==> config.mk <==
export PLATFORM = sky130hd
export DESIGN_NAME = dhot_top
export DESIGN_NICKNAME = d
export VERILOG_FILES = /design/src/hdl/dhot_pkg.sv /design/src/hdl/dhot_top.sv
export SDC_FILE = /design/constraint.sdc
export NUM_CORES = 1
export LEC_CHECK = 0
export BUFFER_PORTS_ARGS = -buffer_cell sky130_fd_sc_hd__buf_4
export CORE_ASPECT_RATIO = 1.5
export CORE_MARGIN = 10
export CORE_UTILIZATION = 55
export DETAILED_ROUTE_END_ITERATION = 8
export GPL_ROUTABILITY_DRIVEN = 0
export GPL_TIMING_DRIVEN = 1
export PLACE_DENSITY_LB_ADDON = 0.3
export SYNTH_ARGS = -nofsm -noshare
export SYNTH_HDL_FRONTEND = slang
export SYNTH_SLANG_ARGS = --single-unit
==> constraint.sdc <==
create_clock -name i_core_clk -period 2.55 [get_ports i_core_clk]
set_input_delay 0.1275 -clock i_core_clk [delete_from_list [all_inputs] [get_ports i_core_clk]]
set_output_delay 0.1275 -clock i_core_clk [all_outputs]
set_load 0.05 [all_outputs]
==> src/hdl/dhot_pkg.sv <==
// Shared constants for the converter holding/output trigger block
package dhot_pkg;

  // ----------------------------------------------------------------
  // Geometry
  // ----------------------------------------------------------------
  localparam int          DATA_W     = 10;    // Converter sample width
  localparam int          CONV_N     = 2;     // Identical converter instances
  localparam int          TIMER_N    = 6;     // Timer waveform outputs
  localparam int          MR_W       = 5;     // Live mode register bits
  localparam int          OFF_W      = 6;     // Offset bits inside one converter
  localparam int          CH_BIT     = 6;     // Address bit picking the converter
  localparam int          AXI_DW     = 32;    // Bus data width
  localparam int          AXI_SW     = 4;     // Bus strobe width

  // ----------------------------------------------------------------
  // Register offsets (byte addresses inside one converter window)
  // ----------------------------------------------------------------
  localparam logic [5:0]  OFF_CMD    = 6'h00; // converter_command
  localparam logic [5:0]  OFF_MODE   = 6'h04; // converter_mode
  localparam logic [5:0]  OFF_HOLD   = 6'h08; // holding_value
  localparam logic [5:0]  OFF_OUT    = 6'h0C; // output_value
  localparam logic [5:0]  OFF_STAT   = 6'h10; // converter_status
  localparam logic [5:0]  OFF_IEN    = 6'h14; // irq_enable_set
  localparam logic [5:0]  OFF_IDIS   = 6'h18; // irq_enable_clear
  localparam logic [5:0]  OFF_IMASK  = 6'h1C; // irq_mask_state
  localparam logic [5:0]  OFF_EVENT  = 6'h20; // transfer_event (sticky, write one to clear)

  // ----------------------------------------------------------------
  // Field positions and codes
  // ----------------------------------------------------------------
  localparam int          CMD_SRST_BIT = 0;   // soft_reset_cmd
  localparam int          MR_TTRG_BIT  = 0;   // timer_trigger_enable
  localparam int          MR_SEL_LSB   = 1;   // timer_trigger_select low bit
  localparam int          MR_SEL_MSB   = 3;   // timer_trigger_select high bit
  localparam int          MR_RES_BIT   = 4;   // resolution_select (1 = 8-bit)
  localparam int          SR_RDY_BIT   = 0;   // holding_value_consumed
  localparam int          IM_RDY_BIT   = 0;   // Mask for holding_value_consumed
  localparam int          IM_EVT_BIT   = 1;   // Mask for transfer event
  localparam int          IM_W         = 2;   // Mask width
  localparam int          SHIFT8       = 2;   // Left shift in 8-bit mode
  localparam logic [2:0]  SEL_LAST     = 3'h5; // Highest legal trigger select
  localparam logic [1:0]  RESP_OKAY    = 2'h0;
  localparam logic [1:0]  RESP_SLVERR  = 2'h2;
  localparam logic [5:0]  ALIGN_MASK   = 6'h03;

  // ----------------------------------------------------------------
  // Timing
  // ----------------------------------------------------------------
  localparam int          CORE_CLK_MHZ = 25;  // i_core_clk rate
  localparam int          STARTUP_US   = 5;   // Longest converter startup
  localparam int          STARTUP_CYC  = STARTUP_US * CORE_CLK_MHZ;

endpackage : dhot_pkg

==> src/hdl/dhot_top.sv <==
// Two-channel converter holding/output register block with AXI4-Lite access
//
// Behaviour
// - Two identical independent converters, 10-bit data, one interrupt line each.
// - Output value is read-only; it loads only from the holding value.
// - Trigger disabled: holding value copies to output one clock after write.
// - Trigger enabled: copy latest holding value on each selected timer rising edge.
// - Select field bits 3..1 pick timer outputs 0..5; codes 11x reserved.
// - Mode bit 4 selects 8-bit when 1, 10-bit when 0; resets 10-bit.
// - In 8-bit mode written byte is stored shifted left two, low bits zero.
// - Data channel writes one byte in 8-bit mode, a half-word in 10-bit.
// - Holding value reads back adjusted data, upper bits zero.
// - Output value reads right-aligned in bits 9..0, other bits zero.
// - Ready flag clears on holding write, sets when a timer trigger moves the value to output.
// - Ready reads 0 at reset and with trigger off; enabling trigger sets it.
// - Ready flag can raise the converter interrupt line.
// - Command bit 0 written 1 resets the converter; 0 has no effect.
// - Enable/disable registers set/clear the ready mask; mask register reads it.
`timescale 1ns/1ps
`default_nettype none

module dhot_top
  import dhot_pkg::*;
#(
  parameter int ADDR_W = 7                               // Bus address width
)(
  input  wire logic                 i_core_clk,          // Master clock
  input  wire logic                 i_rst_n,             // Async reset, active low
  input  wire logic [TIMER_N-1:0]   i_timer_wave_output_a, // Timer trigger sources
  output logic      [DATA_W-1:0]    o_dor0,              // Converter 0 output value
  output logic      [DATA_W-1:0]    o_dor1,              // Converter 1 output value
  output logic                      o_converter0_irq,    // Converter 0 interrupt
  output logic                      o_converter1_irq,    // Converter 1 interrupt
  input  wire logic [ADDR_W-1:0]    i_s_axi_awaddr,      // Write address
  input  wire logic                 i_s_axi_awvalid,     // Write address valid
  output logic                      o_s_axi_awready,     // Write address ready
  input  wire logic [AXI_DW-1:0]    i_s_axi_wdata,       // Write data
  input  wire logic [AXI_SW-1:0]    i_s_axi_wstrb,       // Write strobes
  input  wire logic                 i_s_axi_wvalid,      // Write data valid
  output logic                      o_s_axi_wready,      // Write data ready
  output logic      [1:0]           o_s_axi_bresp,       // Write response
  output logic                      o_s_axi_bvalid,      // Write response valid
  input  wire logic                 i_s_axi_bready,      // Write response ready
  input  wire logic [ADDR_W-1:0]    i_s_axi_araddr,      // Read address
  input  wire logic                 i_s_axi_arvalid,     // Read address valid
  output logic                      o_s_axi_arready,     // Read address ready
  output logic      [AXI_DW-1:0]    o_s_axi_rdata,       // Read data
  output logic      [1:0]           o_s_axi_rresp,       // Read response
  output logic                      o_s_axi_rvalid,      // Read data valid
  input  wire logic                 i_s_axi_rready       // Read data ready
);
  import dhot_pkg::*;

  // ----------------------------------------------------------------
  // Elaboration checks
  // ----------------------------------------------------------------
  if (ADDR_W < CH_BIT + 1) begin : g_bad_addr
    $error("ADDR_W too small for two converter windows");
  end

  // ----------------------------------------------------------------
  // State
  // ----------------------------------------------------------------
  typedef struct packed {
    logic [MR_W-1:0]   mode;
    logic [DATA_W-1:0] hold;
    logic [DATA_W-1:0] dout;
    logic              pend;     // Auto-mode copy due next clock
    logic              rdy;
    logic [IM_W-1:0]   mask;
    logic              evt;      // Sticky transfer event
    logic              irq;
  } dhot_chan_t;

  typedef struct packed {
    dhot_chan_t [CONV_N-1:0] chan;
    logic [TIMER_N-1:0]      tprev;
    logic                    aw_held;
    logic [ADDR_W-1:0]       aw_addr;
    logic                    w_held;
    logic [AXI_DW-1:0]       w_data;
    logic [AXI_SW-1:0]       w_strb;
    logic                    awready;
    logic                    wready;
    logic                    bvalid;
    logic [1:0]              bresp;
    logic                    arready;
    logic                    rvalid;
    logic [AXI_DW-1:0]       rdata;
    logic [1:0]              rresp;
  } dhot_state_t;

  dhot_state_t q_reg;
  dhot_state_t q_next;

  // Per-channel, per-timer and bus strobes exported for the checks below
  logic [CONV_N-1:0]  xfer_w;
  logic [CONV_N-1:0]  hold_wr_w;
  logic [CONV_N-1:0]  srst_w;
  logic [CONV_N-1:0]  ien_w;
  logic [TIMER_N-1:0] edge_w;
  logic               wr_go_w;

  // ----------------------------------------------------------------
  // Next-state logic
  // ----------------------------------------------------------------
  // Bus, transfer engine and read mux in one place so that a write and
  // a trigger landing in the same clock resolve in a fixed order.
  always_comb
  begin
    logic              wch;
    logic [OFF_W-1:0]  woff;
    logic              wok;
    logic              rch;
    logic [OFF_W-1:0]  roff;
    logic              rok;
    logic [AXI_DW-1:0] rval;
    logic [2:0]        sel;
    logic              mine;
    wch     = q_reg.aw_addr[CH_BIT];
    woff    = q_reg.aw_addr[OFF_W-1:0];
    wok     = ((q_reg.aw_addr >> (CH_BIT + 1)) == '0) && ((woff & ALIGN_MASK) == '0)
              && (woff <= OFF_EVENT);
    rch     = i_s_axi_araddr[CH_BIT];
    roff    = i_s_axi_araddr[OFF_W-1:0];
    rok     = ((i_s_axi_araddr >> (CH_BIT + 1)) == '0) && ((roff & ALIGN_MASK) == '0)
              && (roff <= OFF_EVENT);
    rval    = '0;
    sel     = '0;
    mine    = 1'b0;
    q_next  = q_reg;
    xfer_w  = '0;
    hold_wr_w = '0;
    srst_w  = '0;
    ien_w   = '0;
    edge_w  = i_timer_wave_output_a & ~q_reg.tprev;
    wr_go_w = q_reg.aw_held && q_reg.w_held && !q_reg.bvalid;
    q_next.tprev = i_timer_wave_output_a;

    // Write channels: one-cycle ready pulses, each side latched on its own
    q_next.awready = i_s_axi_awvalid && !q_reg.aw_held && !q_reg.awready && !q_reg.bvalid;
    q_next.wready  = i_s_axi_wvalid && !q_reg.w_held && !q_reg.wready && !q_reg.bvalid;
    if (i_s_axi_awvalid && q_reg.awready)
    begin
      q_next.aw_held = 1'b1;
      q_next.aw_addr = i_s_axi_awaddr;
    end
    if (i_s_axi_wvalid && q_reg.wready)
    begin
      q_next.w_held = 1'b1;
      q_next.w_data = i_s_axi_wdata;
      q_next.w_strb = i_s_axi_wstrb;
    end
    if (q_reg.bvalid && i_s_axi_bready)
    begin
      q_next.bvalid = 1'b0;
    end
    if (wr_go_w)
    begin
      q_next.aw_held = 1'b0;
      q_next.w_held  = 1'b0;
      q_next.bvalid  = 1'b1;
      q_next.bresp   = wok ? RESP_OKAY : RESP_SLVERR;
    end

    // Converter channels, identical and independent
    for (int c = 0; c < CONV_N; c++)
    begin
      mine = wr_go_w && wok && (wch == 1'(c));
      sel  = q_reg.chan[c].mode[MR_SEL_MSB:MR_SEL_LSB];
      // Transfer source: pending auto copy, or a selected timer edge
      if (!q_reg.chan[c].mode[MR_TTRG_BIT])
      begin
        xfer_w[c] = q_reg.chan[c].pend;
      end
      else if (sel <= SEL_LAST)
      begin
        xfer_w[c] = edge_w[sel];
      end
      else
      begin
        xfer_w[c] = 1'b0;
      end
      // Output value loads only from the holding value
      if (xfer_w[c])
      begin
        q_next.chan[c].dout = q_reg.chan[c].hold;
        q_next.chan[c].pend = 1'b0;
        q_next.chan[c].rdy  = q_reg.chan[c].mode[MR_TTRG_BIT];
      end
      // Sticky event: a new transfer wins over a clear in the same clock
      q_next.chan[c].evt = q_reg.chan[c].evt | xfer_w[c];
      if (mine && q_reg.w_strb[0])
      begin
        if (woff == OFF_MODE)
        begin
          q_next.chan[c].mode = q_reg.w_data[MR_W-1:0];
          q_next.chan[c].rdy  = q_reg.w_data[MR_TTRG_BIT];
        end
        else if (woff == OFF_IEN)
        begin
          q_next.chan[c].mask = q_reg.chan[c].mask | q_reg.w_data[IM_W-1:0];
          ien_w[c] = q_reg.w_data[IM_RDY_BIT];
        end
        else if (woff == OFF_IDIS)
        begin
          q_next.chan[c].mask = q_reg.chan[c].mask & ~q_reg.w_data[IM_W-1:0];
        end
        else if (woff == OFF_EVENT)
        begin
          q_next.chan[c].evt = (q_reg.chan[c].evt & ~q_reg.w_data[0]) | xfer_w[c];
        end
        else if (woff == OFF_CMD)
        begin
          srst_w[c] = q_reg.w_data[CMD_SRST_BIT];
        end
      end
      // Holding value: byte lane in 8-bit mode, two lanes in 10-bit mode
      if (mine && (woff == OFF_HOLD) && (q_reg.w_strb[0] || q_reg.w_strb[1]))
      begin
        hold_wr_w[c] = 1'b1;
        if (q_reg.chan[c].mode[MR_RES_BIT])
        begin
          if (q_reg.w_strb[0])
          begin
            q_next.chan[c].hold = {q_reg.w_data[DATA_W-SHIFT8-1:0], SHIFT8'(0)};
          end
          else
          begin
            hold_wr_w[c] = 1'b0;
          end
        end
        else
        begin
          if (q_reg.w_strb[0])
          begin
            q_next.chan[c].hold[7:0] = q_reg.w_data[7:0];
          end
          if (q_reg.w_strb[1])
          begin
            q_next.chan[c].hold[DATA_W-1:8] = q_reg.w_data[DATA_W-1:8];
          end
        end
        if (hold_wr_w[c])
        begin
          // Auto mode copies next clock; trigger mode waits and shows pending
          q_next.chan[c].pend = !q_reg.chan[c].mode[MR_TTRG_BIT];
          q_next.chan[c].rdy  = 1'b0;
        end
      end
      if (srst_w[c])
      begin
        q_next.chan[c] = '0;
      end
      // Interrupt from next state so the pin lines up with the flags
      q_next.chan[c].irq = (q_next.chan[c].rdy && q_next.chan[c].mask[IM_RDY_BIT])
                         || (q_next.chan[c].evt && q_next.chan[c].mask[IM_EVT_BIT]);
    end

    // Read channel: data sampled from current state, no read side effects
    q_next.arready = i_s_axi_arvalid && !q_reg.rvalid && !q_reg.arready;
    if (q_reg.rvalid && i_s_axi_rready)
    begin
      q_next.rvalid = 1'b0;
    end
    if (roff == OFF_MODE)
    begin
      rval[MR_W-1:0] = q_reg.chan[rch].mode;
    end
    else if (roff == OFF_HOLD)
    begin
      rval[DATA_W-1:0] = q_reg.chan[rch].hold;
    end
    else if (roff == OFF_OUT)
    begin
      rval[DATA_W-1:0] = q_reg.chan[rch].dout;
    end
    else if (roff == OFF_STAT)
    begin
      rval[SR_RDY_BIT] = q_reg.chan[rch].rdy;
    end
    else if (roff == OFF_IMASK)
    begin
      rval[IM_W-1:0] = q_reg.chan[rch].mask;
    end
    else if (roff == OFF_EVENT)
    begin
      rval[0] = q_reg.chan[rch].evt;
    end
    else
    begin
      rval = '0;
    end
    if (i_s_axi_arvalid && q_reg.arready)
    begin
      q_next.rvalid = 1'b1;
      q_next.rdata  = rok ? rval : '0;
      q_next.rresp  = rok ? RESP_OKAY : RESP_SLVERR;
    end
  end

  // ----------------------------------------------------------------
  // State register
  // ----------------------------------------------------------------
  always_ff @(posedge i_core_clk or negedge i_rst_n)
  begin
    if (!i_rst_n)
    begin
      q_reg <= '0;
    end
    else
    begin
      q_reg <= q_next;
    end
  end

  // Outputs straight from the state register
  assign o_dor0           = q_reg.chan[0].dout;
  assign o_dor1           = q_reg.chan[1].dout;
  assign o_converter0_irq = q_reg.chan[0].irq;
  assign o_converter1_irq = q_reg.chan[1].irq;
  assign o_s_axi_awready  = q_reg.awready;
  assign o_s_axi_wready   = q_reg.wready;
  assign o_s_axi_bvalid   = q_reg.bvalid;
  assign o_s_axi_bresp    = q_reg.bresp;
  assign o_s_axi_arready  = q_reg.arready;
  assign o_s_axi_rvalid   = q_reg.rvalid;
  assign o_s_axi_rdata    = q_reg.rdata;
  assign o_s_axi_rresp    = q_reg.rresp;

  for (genvar g = 0; g < CONV_N; g++)
  begin : g_chk

  end
endmodule : dhot_top

`default_nettype wire

Word-level counts from Yosys, hierarchy flattened

Index checks and enable logic that the tools add are counted.

Magnitude comparators: 7
Multiplexer cells: 83
Equality and inequality tests: 13
Bitwise gates (word level): 15
Reduce and logical (&&, ||, !) cells: 67

Operators by type and width:

| operator                                                               | count |
|---|---|
| 31-bit two-way mux                                                     | 10 |
| 10-bit two-way mux                                                     | 7 |
| 22-bit two-way mux                                                     | 2 |
| 37-bit two-way mux                                                     | 1 |
| 35-bit two-way mux                                                     | 1 |
| 1-bit two-way mux                                                      | 32 |
| 32-bit two-way mux                                                     | 1 |
| 1-bit logical AND                                                      | 30 |
| 30-bit two-way mux                                                     | 1 |
| 2-bit nonzero test                                                     | 14 |
| 27-bit two-way mux                                                     | 1 |
| 6-bit by 5-bit equality test with 1-bit output (second input constant) | 4 |
| 12-bit two-way mux                                                     | 2 |
| 2-bit two-way mux                                                      | 12 |
| 5-bit two-way mux                                                      | 4 |
| 6-bit by 4-bit equality test with 1-bit output (second input constant) | 3 |
| 6-bit logical NOT                                                      | 3 |
| 8-bit two-way mux                                                      | 2 |
| 6-bit by 3-bit equality test with 1-bit output (second input constant) | 2 |
| 6-bit equality test (second input constant)                            | 2 |
| 6-bit <= comparator (second input constant)                            | 2 |
| 1-bit logical NOT                                                      | 9 |
| 3-bit two-way mux                                                      | 3 |
| 3-bit by 4-bit < comparator with 1-bit output (second input constant)  | 2 |
| 17 further kinds                                                       | 35 |

Flip-flop bits (word level): 154
Output and inout bits: 63

Depth between registers and ports, before layout

Gate-level depths: netlist of the first run.

Depth in word-level cells: 17
Depth in mapped cells: 7

Least setup slack after synthesis of the first run

OpenSTA, ideal clock, no wires.

Kind: register -> register
From: register q_reg, in the netlist o_s_axi_bvalid
To: register q_reg, in the netlist o_converter1_irq
Data arrival time: 2.115 ns
Data required time: 2.484 ns
Setup slack: 0.370 ns
Setup time: 0.066 ns
Stages on the path, launching flop included: 6
Period minus slack after synthesis: 2.180 ns
Cells stage by stage: dfrtp_1 nand4b_2 nor4_4 mux2_2 a2111oi_2 a22o_1

RTL lines:

| what                   | RTL line        | RTL |
|---|---|---|
| start, declared        | dhot_top.sv:93  | `dhot_state_t q_reg;` |
| start signal, assigned | dhot_top.sv:313 | `q_reg <= q_next;` |

==> results of run 1 <==
## cells in the mapped netlist (3+ instances only)
cell type / n
mux2_4: 8
nor3_1: 7
a21oi_1: 7
o21ai_0: 19
buf_4: 56
o22ai_1: 8
o21bai_1: 3
dfrtp_1: 106
buf_2: 6
nand2_1: 22
clkbuf_1: 4
a221oi_1: 3
buf_1: 6
nor3b_1: 6
a22o_1: 17
inv_1: 11
mux2_2: 40
o31ai_1: 3
mux2i_1: 54
nand4_1: 5
nor2b_1: 15
or4b_1: 3
nor2_1: 51
nand2b_1: 9
## path summary, 6_finish.rpt
kind | slack (ns) | start | end | cells past startpoint
min | 0.006 | i_s_axi_wstrb[1] | q_reg[42] | 2
max | 0.29 | q_reg[83] | o_converter1_irq | 5
max reg2reg | 0.29 | q_reg[83] | o_converter1_irq | 5
max in group asynchronous | 1.50 | i_rst_n | o_dor0[0] | 3
min in group asynchronous | 0.33 | i_rst_n | q_reg[116] | 2
min reg2reg | 0.46 | o_s_axi_rvalid | o_s_axi_arready | 1
## kinds of logic (layout without fill, tap and decap cells)
group | after synthesis | after routing | share of synthesized area [%]
buf+inv | 86 | 128 | 9.58
other cells | 1 | 24 | 0.0645
mux | 104 | 104 | 19.9
simple gates | 148 | 148 | 15.2
flops | 106 | 106 | 45.6
compound gates | 77 | 77 | 9.64
## metal layers
metal	vias up	wire length (µm)
li1	1907	-
met1	1968	5450
met2	105	6860
met3	17	594
met4	0	194
met5	-	0
## cell usage in the layout (no fill, tap or decap), types with 5 or more instances in the layout
master and count:
nand2_1 22, o22ai_1 8, a22o_1 17, dlygate4sd3_1 13, buf_4 87, nor3b_1 6
o21ai_0 19, mux2_4 8, conb_1 24, nand4_1 5, mux2_2 40, nor3_1 6
a21oi_1 7, nand2b_1 9, nor2b_1 15, mux2i_1 54, nor2_1 51, dfrtp_1 106
clkbuf_16 9, inv_1 11
## where the power goes
group          internal, µW  switching (µW)  total, µW
logic                   556             672       1230
clock network           684             606       1290
registers              1930             390       2320
## timing repair
| item | 4_1_cts | 5_1_grt |
|---|---|---|
| hold buffers | 13 | 0 |
| resized for setup | 0 | 0 |
| setup buffers | 0 | 0 |
| hold endpoints to repair | 63 | 0 |
## through the flow
stage | power (µW) | util, % | cell area (µm²)
after floorplan | 3240 | - | 5900
after global placement | 3510 | 60.9 | 6240
after detailed placement | 3560 | 60.9 | 6240
after CTS | 4870 | 64.8 | 6640
after global routing | 5090 | 64.8 | 6640
final | 4840 | 64.8 | 6640
## cell type report
type,instances,area (µm²)
well taps,141,176
flip-flops and latches,106,2650
multi-input cells,353,2690
inverters,11,41.3
repair buffers,101,803
clock buffers,11,243
clock inverters,5,30.0
fillers,858,3610
==> results.yml, run 1 <==
global_route:
  gr-usage-met3_pct: 3.76
  use_met2_pct: 29.8
  grt_pass1_vias: 4329
  antenna_found_initial: 0
  grt-busiest-layer: "met2"
  grtUsageMet1_pct: 20.0
  grt_max_degree: 56
  grt-ovfl-total: 0
  grtUsageTotal_pct: 17.2
  grt_pass1_wl_um: 21600
synth:
  ys_seq_area_share_pct: 45.6
  yosysTopAreaCell: "dfrtp_1"
  synth.avg_cell_area_um2: 11.1
  synthArstFlopShare_pct: 100
  synth_top_area_share_pct: 45.6
  synth_cell_types: 65
  syn-cell-area_um2: 5810
  ys.flop_type: "dfrtp_1"
  ys_warn_count: 0
  synth_cells: 522
  synth_edf_count: 0
  yosys_register_bits: 106
  synthTopCellsByArea: "dfrtp_1, mux2i_1, mux2_2, buf_4, nor2_1"
clock_network:
  cts_max_path_buffers: 2
  clkLatencyLatePin_ns: 0.35
  cts_tree: "done"
  cts_buffers: 9
  cts_num_sinks: 106
  clkTransAtPathRegs_ns: 0.07
  cts.htree.levels: 3
  clockRootBuffer: "clkbuf_16"
sta:
  fin_ws_ns: 0.295
  maxSlewViolCount: 0
  slew_headroom_pct: 55.5
  whs_ns: 0.00604
  period_needed_ns: 2.26
  finalSetupViolCount: 0
  setup_tns_ns: 0
  post-route-period-util_pct: 88.4
  rsz0062_at_grt: "false"
  hold_viol: 0
  worst_pin_slew_ns: 0.668
  fmax_mhz: 443
  skew_ns: 0.00789
finish:
  area_growth_pct: 14.3
  final_nets: 645
  fin_cells: 728
  drive_gt1_share_pct: 29.3
  num_antenna_cells: 0
  largest_reg_flops: 67
worst_setup_path:
  arrival_ns: 2.54
  max_stage_delay_ns: 0.59
  cp_top_family: "simple AND/OR/NAND/NOR gates"
  critPathBufInv: 0
  worstSetupStartpointType: "flop"
  cp_max_fo: 8
  worstPathRequired_ns: 2.84
  critPathKind: "flop to flop"
  cp_slowest_cell: "or4b_4"
  cp-end-kind: "flop"
  crit_chain: "or4b_4, nor4_4, mux2_2, a2111oi_2, a22o_1"
place:
  place_ws_ns: 0.294
  port-buffer-count: 77
  dp_cells: 699
  hpwl_um: 9880
routing:
  route.detailed.drc: 0
  first_pass_iters: 4
  drt_wl_total_um: 13100
  vias: 3997
  drtIter0Drc: 200
  detail-route-antenna-nets: 0
  routed_via_density: 5.49
  wire_per_inst_um: 18.0
hold_path:
  hold_path.class: "primary input to flop"
die:
  die_x_um: 104
  dieHeight_um: 146
  die-area_um2: 15200
  initial_core_util_pct: 56.7
  io_pins: 126
  rows: 45
  core_um2: 10200
power:
  powerDensity_nw_per_um2: 729
  p_leak_uw: 0.00318
  peakVddDrop_uv: 597
flow_run:
  maxCapViolations: 0
run_status:
  status: "finished, final reports clean"
Power figures use the tool's default switching activity.
==> run 2, diff against run 1 <==
- CORE_UTILIZATION: 55 -> 51
- CTS_BUF_LIST: unset -> sky130_fd_sc_hd__clkbuf_4 sky130_fd_sc_hd__clkbuf_8
- CTS_CLUSTER_SIZE: unset -> 25
- clock period: 2.55 -> 1.95 ns (I/O delays scaled with it)
==> results.yml, run 2 (synthesized netlist as in run 1, its figures left out) <==
power:
  peakVddDrop_uv: 735
  p_leak_uw: 0.00360
  powerDensity_nw_per_um2: 898
routing:
  detail-route-antenna-nets: 0
  highest_layer: "met4"
  wl_met1_um: 5610
  drtIter0Drc: 152
  route.detailed.drc: 0
  wl_met3_um: 814
  wire_per_inst_um: 18.6
  routed_via_density: 5.45
  drt_wl_total_um: 15100
  dr_wl_met2_um: 8190
  first_pass_iters: 4
  vias: 4424
finish:
  final_nets: 723
  drive_gt1_share_pct: 39.2
  regArea_um2: 2660
  final_cell_area_um2: 7430
  area_growth_pct: 27.8
  num_antenna_cells: 0
  fin_cells: 812
  nFillCells: 837
  final_common_cell: "buf_4"
  multi_input_area_um2: 2880
  final_cell_mix: "buf_4, dfrtp_1, mux2i_1"
  largest_reg_flops: 67
  utilization_pct: 66.8
global_route:
  grt_pass1_vias: 4672
  grtUsageTotal_pct: 18.4
  grt-ovfl-total: 0
  grt_pass1_wl_um: 23800
  antenna_found_initial: 0
  grt_max_degree: 55
die:
  core_um2: 11100
  die_x_um: 107
  rows: 47
  initial_core_util_pct: 52.3
  dieHeight_um: 151
  io_pins: 126
  die-area_um2: 16200
place:
  port-buffer-count: 77
  placed_area_um2: 6660
  hpwl_um: 11000
  dp_cells: 752
clock_network:
  clockRootBuffer: "clkbuf_8"
  cts_buffers: 9
  clkTransAtPathRegs_ns: 0.10
  cts.htree.levels: 3
  clkLatencyLatePin_ns: 0.38
  cts_num_sinks: 106
  cts_tree: "done"
  cts_max_path_buffers: 2
sta:
  fmax_mhz: 484
  whs_ns: 0.185
  finalSetupViolCount: 31
  period_needed_ns: 2.07
  worst_pin_slew_ns: 0.568
  maxSlewViolCount: 0
  fin_ws_ns: -0.117
  skew_ns: 0.00969
  hold_viol: 0
  post-route-period-util_pct: 106
  rsz0062_at_grt: "true"
  slew_headroom_pct: 62.0
worst_setup_path:
  cp-end-kind: "flop"
  cp_max_fo: 5
  arrival_ns: 2.34
  worstSetupStartpointType: "flop"
  critPathKind: "flop to flop"
  worstPathRequired_ns: 2.22
run_status:
  violations: "negative setup slack"
  status: "finished with violations"
flow_run:
  maxCapViolations: 0
hold_path:
  hold_path.class: "primary input to async pin"
run 2: cell types whose count changed in the layout (fill, tap and decap cells not counted), moves of 7 or more:
| cell | previous run | this run |
|---|---|---|
| buf_6 | 0 | 7 |
| dlygate4sd3_1 | 13 | 31 |
| clkbuf_16 | 9 | 0 |
| clkbuf_8 | 1 | 10 |
| buf_4 | 87 | 138 |
run 2: layer usage:
layer  track usage (%)  vias up
met1              19.6     2201
met2              34.4      132
li1                  -     2067
met5                 0        -
met4              6.93        0
met3              3.98       24
run 2: power breakdown:
group | internal (µW) | switching (µW)
Sequential | 2530 | 393
Clock | 631 | 774
Combinational | 1130 | 1210
Total | 4290 | 2380
run 2: final timing paths:
kind                              startpoint          endpoint  slack [ns]  cells after the start
max                                q_reg[79]        q_reg[122]       -0.12                      7
min                                  i_rst_n         q_reg[85]        0.19                      2
max reg2reg                        q_reg[79]        q_reg[122]       -0.12                      7
min reg2reg                   o_s_axi_rvalid   o_s_axi_arready        0.47                      1
max in group asynchronous            i_rst_n        q_reg[114]        1.10                      3
min in group i_core_clk    i_s_axi_araddr[5]  o_s_axi_rdata[4]        0.19                      4
run 2: repair_timing:
action                                 in CTS  in global routing
hold buffers                               31                  0
cloned                                      1                  1
buffers inserted                            7                  5
resized for setup                          25                 19
setup endpoints to repair                  44                 46
pin swaps                                   9                 20
endpoints found under the hold margin      61                  0
run 2: layout make-up:
class                   instances  area share [%]
clock buffers                  10            1.85
inverters                      11           0.556
clock inverters                 6           0.876
well taps                     147            2.48
repair buffers                178            19.7
flip-flops and latches        106            35.7
multi-input cells             354            38.8
run 2: critical path, stage by stage, from the launching register on:
cell     delay (ns)
dfrtp_2        0.46
or4b_4         0.57
buf_4          0.17
nor4_4         0.20
buf_4          0.18
buf_4          0.13
mux2i_1        0.18
nor2_1         0.07
run 2: per-stage QoR:
| step | setup WS (ns) | power [µW] | setup TNS (ns) |
|---|---|---|---|
| final | -0.117 | 6670 | -1.55 |
| after global routing | -0.190 | 7020 | -3.70 |
| after CTS | -0.119 | 6620 | -1.10 |
| after detailed placement | -0.193 | 5120 | -3.57 |
| after global placement | -0.104 | 5030 | -1.91 |
| after floorplan | -0.114 | 4280 | -1.59 |
